**src/include/lsu_pkg.sv**
```systemverilog
// Constants and types shared by the load/store execution unit.
// Assumes a 32-bit big-endian data bus with per-byte write lanes.
package lsu_pkg;

  localparam int LSU_XLEN = 32;
  localparam int LSU_RADDR_W = 5;
  localparam int LSU_ASI_W = 8;
  localparam int LSU_IMM_W = 13;
  localparam int LSU_REG_ADDR_W = 4;
  localparam int LSU_CTRL_W = 3;

  // Second word of a pair sits one word above the first
  localparam logic [31:0] LSU_PAIR_STEP = 32'h0000_0004;

  // Access sizes
  localparam logic [1:0] LSU_SZ_BYTE = 2'h0;
  localparam logic [1:0] LSU_SZ_HALF = 2'h1;
  localparam logic [1:0] LSU_SZ_WORD = 2'h2;
  localparam logic [1:0] LSU_SZ_PAIR = 2'h3;

  // Write lane masks, lane 3 is the most significant byte
  localparam logic [3:0] LSU_MASK_WORD = 4'hf;
  localparam logic [3:0] LSU_MASK_HALF = 4'h3;
  localparam logic [3:0] LSU_MASK_BYTE = 4'h1;

  // Register port offsets
  localparam logic [3:0] LSU_REG_CTRL = 4'h0;
  localparam logic [3:0] LSU_REG_STATUS = 4'h4;
  localparam logic [3:0] LSU_REG_FAULT_ADDR = 4'h8;

  // Control register fields
  localparam int LSU_CTRL_FTT_CLR_BIT = 0;
  localparam int LSU_CTRL_ODD_INT_BIT = 1;
  localparam int LSU_CTRL_ODD_FP_BIT = 2;
  localparam logic [2:0] LSU_CTRL_RESET = 3'h7;

  // Status register fields
  localparam int LSU_STAT_TRAP_LSB = 0;
  localparam int LSU_STAT_BUSY_BIT = 3;
  localparam int LSU_STAT_CNT_LSB = 8;

  typedef enum logic [4:0] {
    LSU_OP_SBYTE_FETCH = 5'h00,
    LSU_OP_UBYTE_FETCH = 5'h01,
    LSU_OP_SHALF_FETCH = 5'h02,
    LSU_OP_UHALF_FETCH = 5'h03,
    LSU_OP_WORD_FETCH = 5'h04,
    LSU_OP_PAIR_FETCH = 5'h05,
    LSU_OP_BYTE_WRITE = 5'h06,
    LSU_OP_HALF_WRITE = 5'h07,
    LSU_OP_WORD_WRITE = 5'h08,
    LSU_OP_PAIR_WRITE = 5'h09,
    LSU_OP_FP_WORD_FETCH = 5'h0a,
    LSU_OP_FP_PAIR_FETCH = 5'h0b,
    LSU_OP_FP_STATE_FETCH = 5'h0c,
    LSU_OP_FP_WORD_WRITE = 5'h0d,
    LSU_OP_FP_PAIR_WRITE = 5'h0e,
    LSU_OP_FP_STATE_WRITE = 5'h0f,
    LSU_OP_FP_QUEUE_WRITE = 5'h10
  } lsu_op_t;

  typedef enum logic [2:0] {
    LSU_TRAP_NONE = 3'h0,
    LSU_TRAP_ILLEGAL = 3'h1,
    LSU_TRAP_PRIV = 3'h2,
    LSU_TRAP_FP_DISABLED = 3'h3,
    LSU_TRAP_FP_EXCEPTION = 3'h4,
    LSU_TRAP_MISALIGNED = 3'h5,
    LSU_TRAP_ACCESS_ERROR = 3'h6
  } lsu_trap_t;

  // Gray along idle, check, first access, second access, finish
  typedef enum logic [2:0] {
    LSU_S_IDLE = 3'b000,
    LSU_S_CHECK = 3'b001,
    LSU_S_ACC0 = 3'b011,
    LSU_S_ACC1 = 3'b010,
    LSU_S_FIN = 3'b110,
    LSU_S_WAIT = 3'b101
  } lsu_state_t;

endpackage

```
**src/lsu_load_store_unit.sv**
```systemverilog
// Load/store execution unit: address, space, checks, memory access, writeback.
// Assumes the issuing pipeline holds source values stable while busy_o is high,
// and that the data cache answers each request, after any number of wait states, with mem_ack_i.
//
// Notes on behaviour
// RULE1: narrow loads right-justified, sign or zero filled
// RULE2: pair load: even from ea, odd ea+4
// RULE3: pair load into r0 writes only r1
// RULE4: odd integer pair register may raise illegal_instruction
// RULE5: address is rs1 plus rs2 or immediate
// RULE6: alternate space from field, immediate form illegal
// RULE7: alternate forms need supervisor mode
// RULE8: plain forms use user or system space
// RULE9: integer loads checked for size alignment
// RULE10: integer stores checked for size alignment
// RULE11: stores write word, low half, or byte
// RULE12: pair store: even to ea, odd ea+4
// RULE13: fp word load and store move one word
// RULE14: fp pair ordered; odd register gives fp_exception
// RULE15: state load waits for fp operations
// RULE16: no forwarding of new condition codes
// RULE17: fp loads checked word or doubleword aligned
// RULE18: fp access traps when unit disabled or absent
// RULE19: state store waits, may clear trap type
// RULE20: fp stores checked word or doubleword aligned
// RULE21: queue store privileged, sequence error as fp_exception
// RULE22: trapped access changes no register or memory; a pair store that errs on its second word has already written the first
`timescale 1ns/100ps
`default_nettype none

module lsu_load_store_unit #(
  parameter logic [7:0] ASI_USER_DATA = 8'h0a,
  parameter logic [7:0] ASI_SUPV_DATA = 8'h0b,
  parameter logic [2:0] FTT_SEQUENCE = 3'h1,
  parameter logic [2:0] FTT_BAD_REG = 3'h2
) (
  // Clock and reset
  input wire logic clk_i,
  input wire logic rst_n_i,
  // Issue
  input wire logic issue_i,
  input wire lsu_pkg::lsu_op_t op_i,
  input wire logic alt_i,
  input wire logic imm_sel_i,
  input wire logic [lsu_pkg::LSU_IMM_W-1:0] signed_imm_offset_i,
  input wire logic [lsu_pkg::LSU_ASI_W-1:0] asi_i,
  input wire logic [lsu_pkg::LSU_RADDR_W-1:0] rd_i,
  input wire logic [31:0] first_source_reg_i,
  input wire logic [31:0] second_source_reg_i,
  // Store sources
  input wire logic [31:0] int_src_even_i,
  input wire logic [31:0] int_src_odd_i,
  input wire logic [31:0] fp_src_even_i,
  input wire logic [31:0] fp_src_odd_i,
  input wire logic [31:0] fp_state_i,
  input wire logic [31:0] fq_addr_i,
  input wire logic [31:0] fq_instr_i,
  // Processor state
  input wire logic supervisor_i,
  input wire logic fp_enable_flag_i,
  input wire logic fpu_present_i,
  input wire logic fp_busy_i,
  input wire logic fq_present_i,
  input wire logic fq_not_empty_i,
  // Data cache
  output logic mem_req_o,
  output logic mem_we_o,
  output logic [31:0] mem_addr_o,
  output logic [lsu_pkg::LSU_ASI_W-1:0] mem_asi_o,
  output logic [31:0] mem_wdata_o,
  output logic [3:0] mem_bmask_o,
  input wire logic mem_ack_i,
  input wire logic mem_err_i,
  input wire logic [31:0] mem_rdata_i,
  // Writeback
  output logic [1:0] wb_we_o,
  output logic wb_fp_o,
  output logic [lsu_pkg::LSU_RADDR_W-1:0] wb_addr0_o,
  output logic [lsu_pkg::LSU_RADDR_W-1:0] wb_addr1_o,
  output logic [31:0] wb_data0_o,
  output logic [31:0] wb_data1_o,
  output logic fsr_we_o,
  output logic [31:0] fsr_wdata_o,
  output logic ftt_clr_o,
  // Completion and traps
  output logic busy_o,
  output logic done_o,
  output logic trap_o,
  output lsu_pkg::lsu_trap_t trap_code_o,
  output logic [2:0] fp_trap_type_o,
  // Register port
  input wire logic [lsu_pkg::LSU_REG_ADDR_W-1:0] reg_addr_i,
  input wire logic [31:0] reg_wdata_i,
  input wire logic reg_wr_i,
  input wire logic reg_rd_i,
  output logic [31:0] reg_rdata_o
);
  import lsu_pkg::*;

  function automatic logic [1:0] op_size(input lsu_op_t op);
    case (op)
      LSU_OP_SBYTE_FETCH, LSU_OP_UBYTE_FETCH, LSU_OP_BYTE_WRITE: op_size = LSU_SZ_BYTE;
      LSU_OP_SHALF_FETCH, LSU_OP_UHALF_FETCH, LSU_OP_HALF_WRITE: op_size = LSU_SZ_HALF;
      LSU_OP_PAIR_FETCH, LSU_OP_PAIR_WRITE, LSU_OP_FP_PAIR_FETCH, LSU_OP_FP_PAIR_WRITE,
      LSU_OP_FP_QUEUE_WRITE: op_size = LSU_SZ_PAIR;
      default: op_size = LSU_SZ_WORD;
    endcase
  endfunction
  // Big-endian lane pick with sign or zero fill
  function automatic logic [31:0] narrow_load(input lsu_op_t op, input logic [1:0] lane,
                                              input logic [31:0] d);
    logic [7:0] b;
    logic [15:0] h;
    b = d[8*(3-lane) +: 8];
    h = lane[1] ? d[15:0] : d[31:16];
    case (op)
      LSU_OP_SBYTE_FETCH: narrow_load = {{24{b[7]}}, b};
      LSU_OP_UBYTE_FETCH: narrow_load = {24'h00_0000, b};
      LSU_OP_SHALF_FETCH: narrow_load = {{16{h[15]}}, h};
      LSU_OP_UHALF_FETCH: narrow_load = {16'h0000, h};
      default: narrow_load = d;
    endcase
  endfunction
  lsu_state_t state_r;
  lsu_op_t op_q;
  logic alt_q;
  logic imm_q;
  logic [LSU_ASI_W-1:0] asi_q;
  logic [LSU_RADDR_W-1:0] rd_q;
  logic [31:0] ea_q;
  logic [31:0] buf0_r;
  logic [31:0] second_wdata_r;
  logic [LSU_CTRL_W-1:0] ctrl_r;
  lsu_trap_t last_trap_r;
  logic [7:0] trap_cnt_r;
  // RULE5: effective address
  wire [31:0] imm_ext_w = {{(32-LSU_IMM_W){signed_imm_offset_i[LSU_IMM_W-1]}},
                           signed_imm_offset_i};
  wire [31:0] ea_w = first_source_reg_i + (imm_sel_i ? imm_ext_w : second_source_reg_i);
  wire [1:0] size_w = op_size(op_q);
  wire is_int_pair_w = (op_q == LSU_OP_PAIR_FETCH) || (op_q == LSU_OP_PAIR_WRITE);
  wire is_fp_pair_w = (op_q == LSU_OP_FP_PAIR_FETCH) || (op_q == LSU_OP_FP_PAIR_WRITE);
  wire is_queue_w = (op_q == LSU_OP_FP_QUEUE_WRITE);
  wire is_fp_w = (op_q >= LSU_OP_FP_WORD_FETCH);
  wire is_state_w = (op_q == LSU_OP_FP_STATE_FETCH) || (op_q == LSU_OP_FP_STATE_WRITE);
  wire is_load_w = (op_q <= LSU_OP_PAIR_FETCH) || (op_q == LSU_OP_FP_WORD_FETCH) ||
                   (op_q == LSU_OP_FP_PAIR_FETCH) || (op_q == LSU_OP_FP_STATE_FETCH);
  // RULE9 RULE10 RULE17 RULE20: size alignment
  wire misalign_w = (size_w == LSU_SZ_HALF) ? ea_q[0] :
                    (size_w == LSU_SZ_WORD) ? (ea_q[1:0] != 2'h0) :
                    (size_w == LSU_SZ_PAIR) ? (ea_q[2:0] != 3'h0) : 1'b0;
  // RULE4 RULE6: odd pair, alternate immediate
  wire illegal_w = (alt_q && imm_q) || (alt_q && is_fp_w) ||
                   (is_int_pair_w && rd_q[0] && ctrl_r[LSU_CTRL_ODD_INT_BIT]);
  // RULE7 RULE21: privileged forms
  wire priv_w = (alt_q || is_queue_w) && !supervisor_i;
  // RULE18: fp unit disabled or absent
  wire fp_dis_w = is_fp_w && (!fp_enable_flag_i || !fpu_present_i);
  // RULE14 RULE21: odd fp pair, queue empty
  wire seq_err_w = is_queue_w && (!fq_present_i || !fq_not_empty_i);
  wire fp_exc_w = seq_err_w || (is_fp_pair_w && rd_q[0] && ctrl_r[LSU_CTRL_ODD_FP_BIT]);
  wire lsu_trap_t check_trap_w = illegal_w ? LSU_TRAP_ILLEGAL :
                                 priv_w ? LSU_TRAP_PRIV :
                                 fp_dis_w ? LSU_TRAP_FP_DISABLED :
                                 fp_exc_w ? LSU_TRAP_FP_EXCEPTION :
                                 misalign_w ? LSU_TRAP_MISALIGNED : LSU_TRAP_NONE;
  // RULE6 RULE8: space from field or mode
  wire [LSU_ASI_W-1:0] space_w = alt_q ? asi_q :
                                 (supervisor_i ? ASI_SUPV_DATA : ASI_USER_DATA);
  // RULE11: narrow data in every lane
  wire [31:0] int_wdata_w = (size_w == LSU_SZ_BYTE) ? {4{int_src_even_i[7:0]}} :
                            (size_w == LSU_SZ_HALF) ? {2{int_src_even_i[15:0]}} :
                            int_src_even_i;
  // RULE13: fp word source
  wire [31:0] first_wdata_w = is_queue_w ? fq_addr_i :
                              (op_q == LSU_OP_FP_STATE_WRITE) ? fp_state_i :
                              is_fp_w ? fp_src_even_i : int_wdata_w;
  wire [31:0] odd_wdata_w = is_queue_w ? fq_instr_i :
                            is_fp_w ? fp_src_odd_i : int_src_odd_i;
  wire [3:0] bmask_w = (size_w == LSU_SZ_BYTE) ? (LSU_MASK_BYTE << (2'h3 - ea_q[1:0])) :
                       (size_w == LSU_SZ_HALF) ? (ea_q[1] ? LSU_MASK_HALF :
                                                  4'(LSU_MASK_HALF << 2)) :
                       LSU_MASK_WORD;
  wire start_w = (state_r == LSU_S_CHECK && check_trap_w == LSU_TRAP_NONE &&
                  !(is_state_w && fp_busy_i)) ||
                 (state_r == LSU_S_WAIT && !fp_busy_i);
  wire acc_ok_w = mem_req_o && mem_ack_i && !mem_err_i;
  wire acc_err_w = mem_req_o && mem_ack_i && mem_err_i;
  wire [LSU_RADDR_W-1:0] even_rd_w = {rd_q[LSU_RADDR_W-1:1], 1'b0};
  wire [LSU_RADDR_W-1:0] odd_rd_w = {rd_q[LSU_RADDR_W-1:1], 1'b1};
  wire fin_load_w = (state_r == LSU_S_FIN) && is_load_w;
  // Instruction capture
  always_ff @(posedge clk_i or negedge rst_n_i) begin
    if (!rst_n_i) begin
      op_q <= LSU_OP_SBYTE_FETCH;
      alt_q <= 1'b0;
      imm_q <= 1'b0;
      asi_q <= '0;
      rd_q <= '0;
      ea_q <= '0;
    end else if (issue_i && state_r == LSU_S_IDLE) begin
      op_q <= op_i;
      alt_q <= alt_i;
      imm_q <= imm_sel_i;
      asi_q <= asi_i;
      rd_q <= rd_i;
      ea_q <= ea_w;
    end
  end
  // Sequencer
  always_ff @(posedge clk_i or negedge rst_n_i) begin
    if (!rst_n_i) begin
      state_r <= LSU_S_IDLE;
    end else begin
      case (state_r)
        LSU_S_IDLE: if (issue_i) state_r <= LSU_S_CHECK;
        LSU_S_CHECK: begin
          if (check_trap_w != LSU_TRAP_NONE) state_r <= LSU_S_IDLE;
          // RULE15 RULE19: state access waits
          else if (is_state_w && fp_busy_i) state_r <= LSU_S_WAIT;
          else state_r <= LSU_S_ACC0;
        end
        LSU_S_WAIT: if (!fp_busy_i) state_r <= LSU_S_ACC0;
        LSU_S_ACC0: begin
          if (acc_err_w) state_r <= LSU_S_IDLE;
          else if (acc_ok_w) state_r <= (size_w == LSU_SZ_PAIR) ? LSU_S_ACC1 : LSU_S_FIN;
        end
        LSU_S_ACC1: begin
          if (acc_err_w) state_r <= LSU_S_IDLE;
          else if (acc_ok_w) state_r <= LSU_S_FIN;
        end
        LSU_S_FIN: state_r <= LSU_S_IDLE;
        default: state_r <= LSU_S_IDLE;
      endcase
    end
  end
  // Memory request, only after every check passed
  always_ff @(posedge clk_i or negedge rst_n_i) begin
    if (!rst_n_i) begin
      mem_req_o <= 1'b0;
      mem_we_o <= 1'b0;
      mem_addr_o <= '0;
      mem_asi_o <= '0;
      mem_wdata_o <= '0;
      mem_bmask_o <= '0;
      second_wdata_r <= '0;
    end else if (start_w) begin
      mem_req_o <= 1'b1;
      mem_we_o <= !is_load_w;
      mem_addr_o <= ea_q;
      mem_asi_o <= space_w;
      mem_wdata_o <= first_wdata_w;
      mem_bmask_o <= is_load_w ? LSU_MASK_WORD : bmask_w;
      second_wdata_r <= odd_wdata_w;
    end else if (acc_ok_w && state_r == LSU_S_ACC0 && size_w == LSU_SZ_PAIR) begin
      // RULE2 RULE12: odd word one step up
      mem_addr_o <= ea_q + LSU_PAIR_STEP;
      mem_wdata_o <= second_wdata_r;
    end else if (mem_ack_i) begin
      mem_req_o <= 1'b0;
      mem_we_o <= 1'b0;
    end
  end
  // RULE22: first word held until success
  always_ff @(posedge clk_i or negedge rst_n_i) begin
    if (!rst_n_i) buf0_r <= '0;
    else if (acc_ok_w && state_r == LSU_S_ACC0) buf0_r <= mem_rdata_i;
  end
  // Writeback pulses
  always_ff @(posedge clk_i or negedge rst_n_i) begin
    if (!rst_n_i) begin
      wb_we_o <= 2'b00;
      wb_fp_o <= 1'b0;
      wb_addr0_o <= '0;
      wb_addr1_o <= '0;
      wb_data0_o <= '0;
      wb_data1_o <= '0;
      fsr_we_o <= 1'b0;
      fsr_wdata_o <= '0;
      ftt_clr_o <= 1'b0;
      done_o <= 1'b0;
    end else begin
      wb_we_o <= 2'b00;
      fsr_we_o <= 1'b0;
      ftt_clr_o <= 1'b0;
      done_o <= (state_r == LSU_S_FIN);
      // RULE2: odd word taken at its ack
      if (acc_ok_w && state_r == LSU_S_ACC1) wb_data1_o <= mem_rdata_i;
      if (fin_load_w && op_q != LSU_OP_FP_STATE_FETCH) begin
        wb_fp_o <= is_fp_w;
        if (size_w == LSU_SZ_PAIR) begin
          // RULE3 RULE14: even slot, odd slot
          wb_we_o <= {1'b1, is_fp_w || (even_rd_w != '0)};
          wb_addr0_o <= even_rd_w;
          wb_addr1_o <= odd_rd_w;
          wb_data0_o <= buf0_r;
        end else begin
          // RULE1 RULE13: justified, filled
          wb_we_o <= {1'b0, is_fp_w || (rd_q != '0)};
          wb_addr0_o <= rd_q;
          wb_data0_o <= narrow_load(op_q, ea_q[1:0], buf0_r);
        end
      end
      // RULE16: no forwarding to branches
      if (fin_load_w && op_q == LSU_OP_FP_STATE_FETCH) begin
        fsr_we_o <= 1'b1;
        fsr_wdata_o <= buf0_r;
      end
      // RULE19: trap type cleared after the store
      if (state_r == LSU_S_FIN && op_q == LSU_OP_FP_STATE_WRITE) begin
        ftt_clr_o <= ctrl_r[LSU_CTRL_FTT_CLR_BIT];
      end
    end
  end
  // Traps and status
  always_ff @(posedge clk_i or negedge rst_n_i) begin
    if (!rst_n_i) begin
      trap_o <= 1'b0;
      trap_code_o <= LSU_TRAP_NONE;
      fp_trap_type_o <= '0;
      last_trap_r <= LSU_TRAP_NONE;
      trap_cnt_r <= '0;
      busy_o <= 1'b0;
    end else begin
      trap_o <= 1'b0;
      busy_o <= (state_r != LSU_S_IDLE) || issue_i;
      if (state_r == LSU_S_CHECK && check_trap_w != LSU_TRAP_NONE) begin
        trap_o <= 1'b1;
        trap_code_o <= check_trap_w;
        fp_trap_type_o <= seq_err_w ? FTT_SEQUENCE : FTT_BAD_REG;
        last_trap_r <= check_trap_w;
        trap_cnt_r <= trap_cnt_r + 8'h01;
      end else if (acc_err_w) begin
        trap_o <= 1'b1;
        trap_code_o <= LSU_TRAP_ACCESS_ERROR;
        last_trap_r <= LSU_TRAP_ACCESS_ERROR;
        trap_cnt_r <= trap_cnt_r + 8'h01;
      end
    end
  end
  // Register port: ctrl steers checks
  wire [31:0] status_w = ({28'h0, busy_o, last_trap_r} << LSU_STAT_TRAP_LSB) |
                         ({24'h0, trap_cnt_r} << LSU_STAT_CNT_LSB);
  wire [31:0] rd_mux_w = (reg_addr_i == LSU_REG_CTRL) ? {29'h0, ctrl_r} :
                         (reg_addr_i == LSU_REG_STATUS) ? status_w :
                         (reg_addr_i == LSU_REG_FAULT_ADDR) ? ea_q : 32'h0;
  always_ff @(posedge clk_i or negedge rst_n_i) begin
    if (!rst_n_i) begin
      ctrl_r <= LSU_CTRL_RESET;
      reg_rdata_o <= '0;
    end else begin
      if (reg_wr_i && reg_addr_i == LSU_REG_CTRL) ctrl_r <= reg_wdata_i[LSU_CTRL_W-1:0];
      reg_rdata_o <= reg_rd_i ? rd_mux_w : 32'h0;
    end
  end
endmodule

`default_nettype wire

```
**config.mk**
```make
export PLATFORM = sky130hd
export DESIGN_NAME = lsu_load_store_unit
export DESIGN_NICKNAME = d
export VERILOG_FILES = /design/src/include/lsu_pkg.sv /design/src/lsu_load_store_unit.sv
export SDC_FILE = /design/constraint.sdc
export NUM_CORES = 1
export LEC_CHECK = 0
export BUFFER_PORTS_ARGS = -buffer_cell sky130_fd_sc_hd__buf_2
export CAP_MARGIN = 20
export CORE_AREA = 5 5 246 248
export CTS_CLUSTER_SIZE = 20
export DETAILED_ROUTE_END_ITERATION = 6
export DIE_AREA = 0 0 251 253
export GPL_ROUTABILITY_DRIVEN = 0
export MAX_ROUTING_LAYER = met4
export PLACE_DENSITY = 0.68
export SLEW_MARGIN = 30
export SYNTH_ARGS = -nofsm -noshare
export SYNTH_HDL_FRONTEND = slang
export SYNTH_SLANG_ARGS = --single-unit
```
**constraint.sdc**
```tcl
create_clock -name clk_i -period 5 [get_ports clk_i]
set_input_delay 0 -clock clk_i [delete_from_list [all_inputs] [get_ports clk_i]]
set_output_delay 0 -clock clk_i [all_outputs]
set_load 0.05 [all_outputs]
```
==> impl_results.md <==
* Status: finished with violations
* Violated checks: design-rule violations
* Post-CTS sizing at 0
* Rows at 89
* Total wire length at 74890 µm
* Fin Clk Skew at 0.02958 ns
* Max H-tree Level at 2
* Top Ports at 632
* WL/cell at 20.58 µm
* Fill count at 5540
* Crit. End Element: register
* Syn_nets at 2505
* Psw at 7466 µW
* Most common cell after layout, fill and taps aside: buf_2
* Clock power share at 19.1%
* Most frequent cells in the layout: buf_2 (600), nand2_1 (415), dfrtp_1 (356)
* IR drop worst, VDD at 0.0003959 V
* Die X at 251 µm
* Post-DP Area at 22850 µm²
* Yosys Warn Count at 0
* Sw Ratio at 47.73%
* Post-synthesis async set-or-reset flop share at 100.0%
* Worst Tran Pin Value at 0.9141 ns
* Die area at 63500 µm²
* Vias in the first global route at 18250
* Initial Utilization at 32.93%
* Initial antenna violation count at 6
* Clock Tree Buf Depth at 3
* Setup ws final at 0.7757 ns
* Min-delay src: fp_state_i[30]
* GRT overflow at 0
* Worst Hold End: mem_wdata_o[30]
* CP Class: register to register
* Cells after Synth at 2069
* GRT Total Usage at 22.83%
* Setup bufs post-CTS at 0
* Via Count at 18730
* Max Slew Vio Count at 0
* #FFs+latches synth at 359
* Port buffer count at 601
* Clk slew on worst S/H paths at 0.06 ns
* Final instance area at 26490 µm²
* Worst setup SP type: register
* Final hold vios at 0
* Fmax achieved at 236.7 MHz
* Period Utilization, post-route at 84.49%
* Post-synthesis cell type count at 89
* Leakage at 0.01312 µW
* Largest net degree at the start of global routing at 146
* Drt drc at 3
* Routed Antenna Nets at 0
* Worst path max stage delay at 0.68 ns
* Reg2Reg Depth at 10
* Logic pwr share at 50.1%
* Main synth FF type: dfrtp_1
* Minimum clock period at 4.224 ns
* CP Buf/Inv Count at 2
* Vias/cell at 5.148
* Seq/Total Area, Yosys at 46.87%
* Reg2reg end: mem_wdata_o[10]
* Root buffer cell: clkbuf_16
* Mapped Area at 19180 µm²
* Core area at 58240 µm²
* Sequential share of power at 30.8%
* Syn_area_per_cell at 9.268 µm²
* Critical Path AT at 4.68 ns
* TNS Setup at 0 ns
* Drt first pass iters at 7
* Setup WS pre-CTS at 1.256 ns
* Pwr/cell area at 590.5 nW/µm²
* Cell Chain, Critical Path: nand2b_1 -> a211o_1 -> a2111oi_2 -> a2111oi_4 -> nand4_2 -> and2_4 -> buf_4 -> a211oi_2 -> dlygate4sd3_1 -> a31oi_2
* Reported max-cap violation count at 0
* Post-layout power at 15640 µW
* TritonCTS Buffers at 40
* R2R Setup Slk at 0.78 ns
* Setup-failing EPs final at 0
* Hpwl dp at 54630 µm
* Area delta synth->final at 38.12%
* Starting DRT DRC Count at 1495
* Layout cells sized above 1 at 31.69%
* Hold Path Depth at 4
* First-pass GRT wire length at 110700 µm
* # nets final at 3266
* Slowest CP cell: dfrtp_1
* CP delay by family, top: compound AO/OA/AOI/OAI gates
* Crit-path max FO at 50
* P_int at 8175 µW
* Clock sink count at 359
* Reg2reg start: op_q[2]
* CTS tree: yes
* Clock latency on the worst-skew pair at 0.56 ns
* EDFF count, synth at 0
* Worst rel slew slack at 38.59%
* Die H at 253 µm
* RSZ-0062 raised after global routing: no
* CP Data Required Time at 5.46 ns
* Worst hold-check path type: input pin to register
## through the flow
step | util (%) | std cells | hold slack (ns)
detailed placement | 39.23 | 3332 | 0.1283
floorplan | - | 2069 | -0.2956
global placement | 39.22 | 3332 | 0.1331
global route | 45.47 | 3637 | 0.03875
CTS | 45.38 | 3630 | 0.0007832
finish | 45.48 | 3638 | 0.03421
## logic make-up after synthesis
| group | Yosys count | share of synthesized area (%) |
|---|---|---|
| and+or+nand+nor | 715 | 16.39 |
| other | 1 | 0.01956 |
| buffers and inverters | 190 | 4.339 |
| DFF | 359 | 46.87 |
| adders and majority gates | 34 | 2.258 |
| muxes | 154 | 8.795 |
| xor gates and xnor gates | 29 | 1.325 |
| AOI/OAI and AO/OA | 587 | 20.01 |
## synth_stat cells (25+ instances only)
cell	n	area (µm²)
nand2_1	418	1569
dfrtp_1	356	8909
a21oi_1	195	975.9
o21ai_0	160	800.8
nor2_1	119	446.7
mux2_2	116	1306
clkbuf_1	97	364.1
inv_1	43	161.4
mux2i_1	38	380.4
and3_1	35	219.0
ha_1	33	412.9
nand3_1	32	160.2
a211oi_1	27	202.7
a31oi_1	25	156.4
## power groups by stage
stage               logic, µW  clock network (µW)  registers (µW)
CTS                      7810                3080            4800
finish                   7830                2990            4820
floorplan                3590                   0            6250
global placement         7250                   0            4810
detailed placement       7330                   0            4850
global route             8390                3200            4950
## worst register-to-register path, delay by kind of cell (launching register included)
kind | cells | cell delay [ns]
DFF | 1 | 0.68
buffers and inverters | 2 | 1.03
AOI/OAI and AO/OA | 5 | 1.21
and+or+nand+nor | 3 | 1.19
## how the worst max path moves through the flow
stage                      end      start  slack [ns]  cells past startpoint
3_3_place_gp    mem_addr_o[13]    op_q[4]        1.37                      8
2_1_floorplan         ea_q[20]  imm_sel_i        1.85                     12
6_report       mem_wdata_o[10]    op_q[2]        0.78                     10
3_5_place_dp    mem_addr_o[13]    op_q[2]        1.26                      9
4_1_cts         mem_wdata_o[6]    op_q[2]        0.77                     10
5_1_grt               ea_q[20]  imm_sel_i        0.48                     14
## area by class of cell
type                            instances  area (µm²)  share of cell area (%)
Sequential cell                       359        8987                   33.93
Tap cell                              773       967.2                   3.652
Clock inverter                         21       251.5                  0.9495
Clock buffer                           50        1059                   3.997
Timing Repair Buffer                  864        5620                   21.22
Antenna cell                            6       15.01                 0.05669
Multi-Input combinational cell       1520        9417                   35.55
Inverter                               45       168.9                  0.6378
## layer usage
layer | track usage, % | part of all wire (%) | vias to the layer above
li1 | - | - | 8823
met3 | 4.026 | 6.6 | 151
met4 | 8.561 | 4.2 | 0
met1 | 28.92 | 42 | 9016
met5 | - | 0 | -
met2 | 36.87 | 47 | 740
## state kept, by name, indices dropped and copies added (netlist names), 32 cells and up
register        flops
mem_wdata_o        32
wb_data1_o         32
mem_addr_o         32
fsr_wdata_o        32
wb_data0_o         32
ea_q               32
second_wdata_r     32
reg_rdata_o        32
buf0_r             32
## timing repair
action / 4_1_cts / 5_1_grt
hold buffers: 227 / 1
endpoints found under the hold margin: 320 / 28
endpoints found under the setup margin: 0 / 0
(Power assumes the default switching activity.)
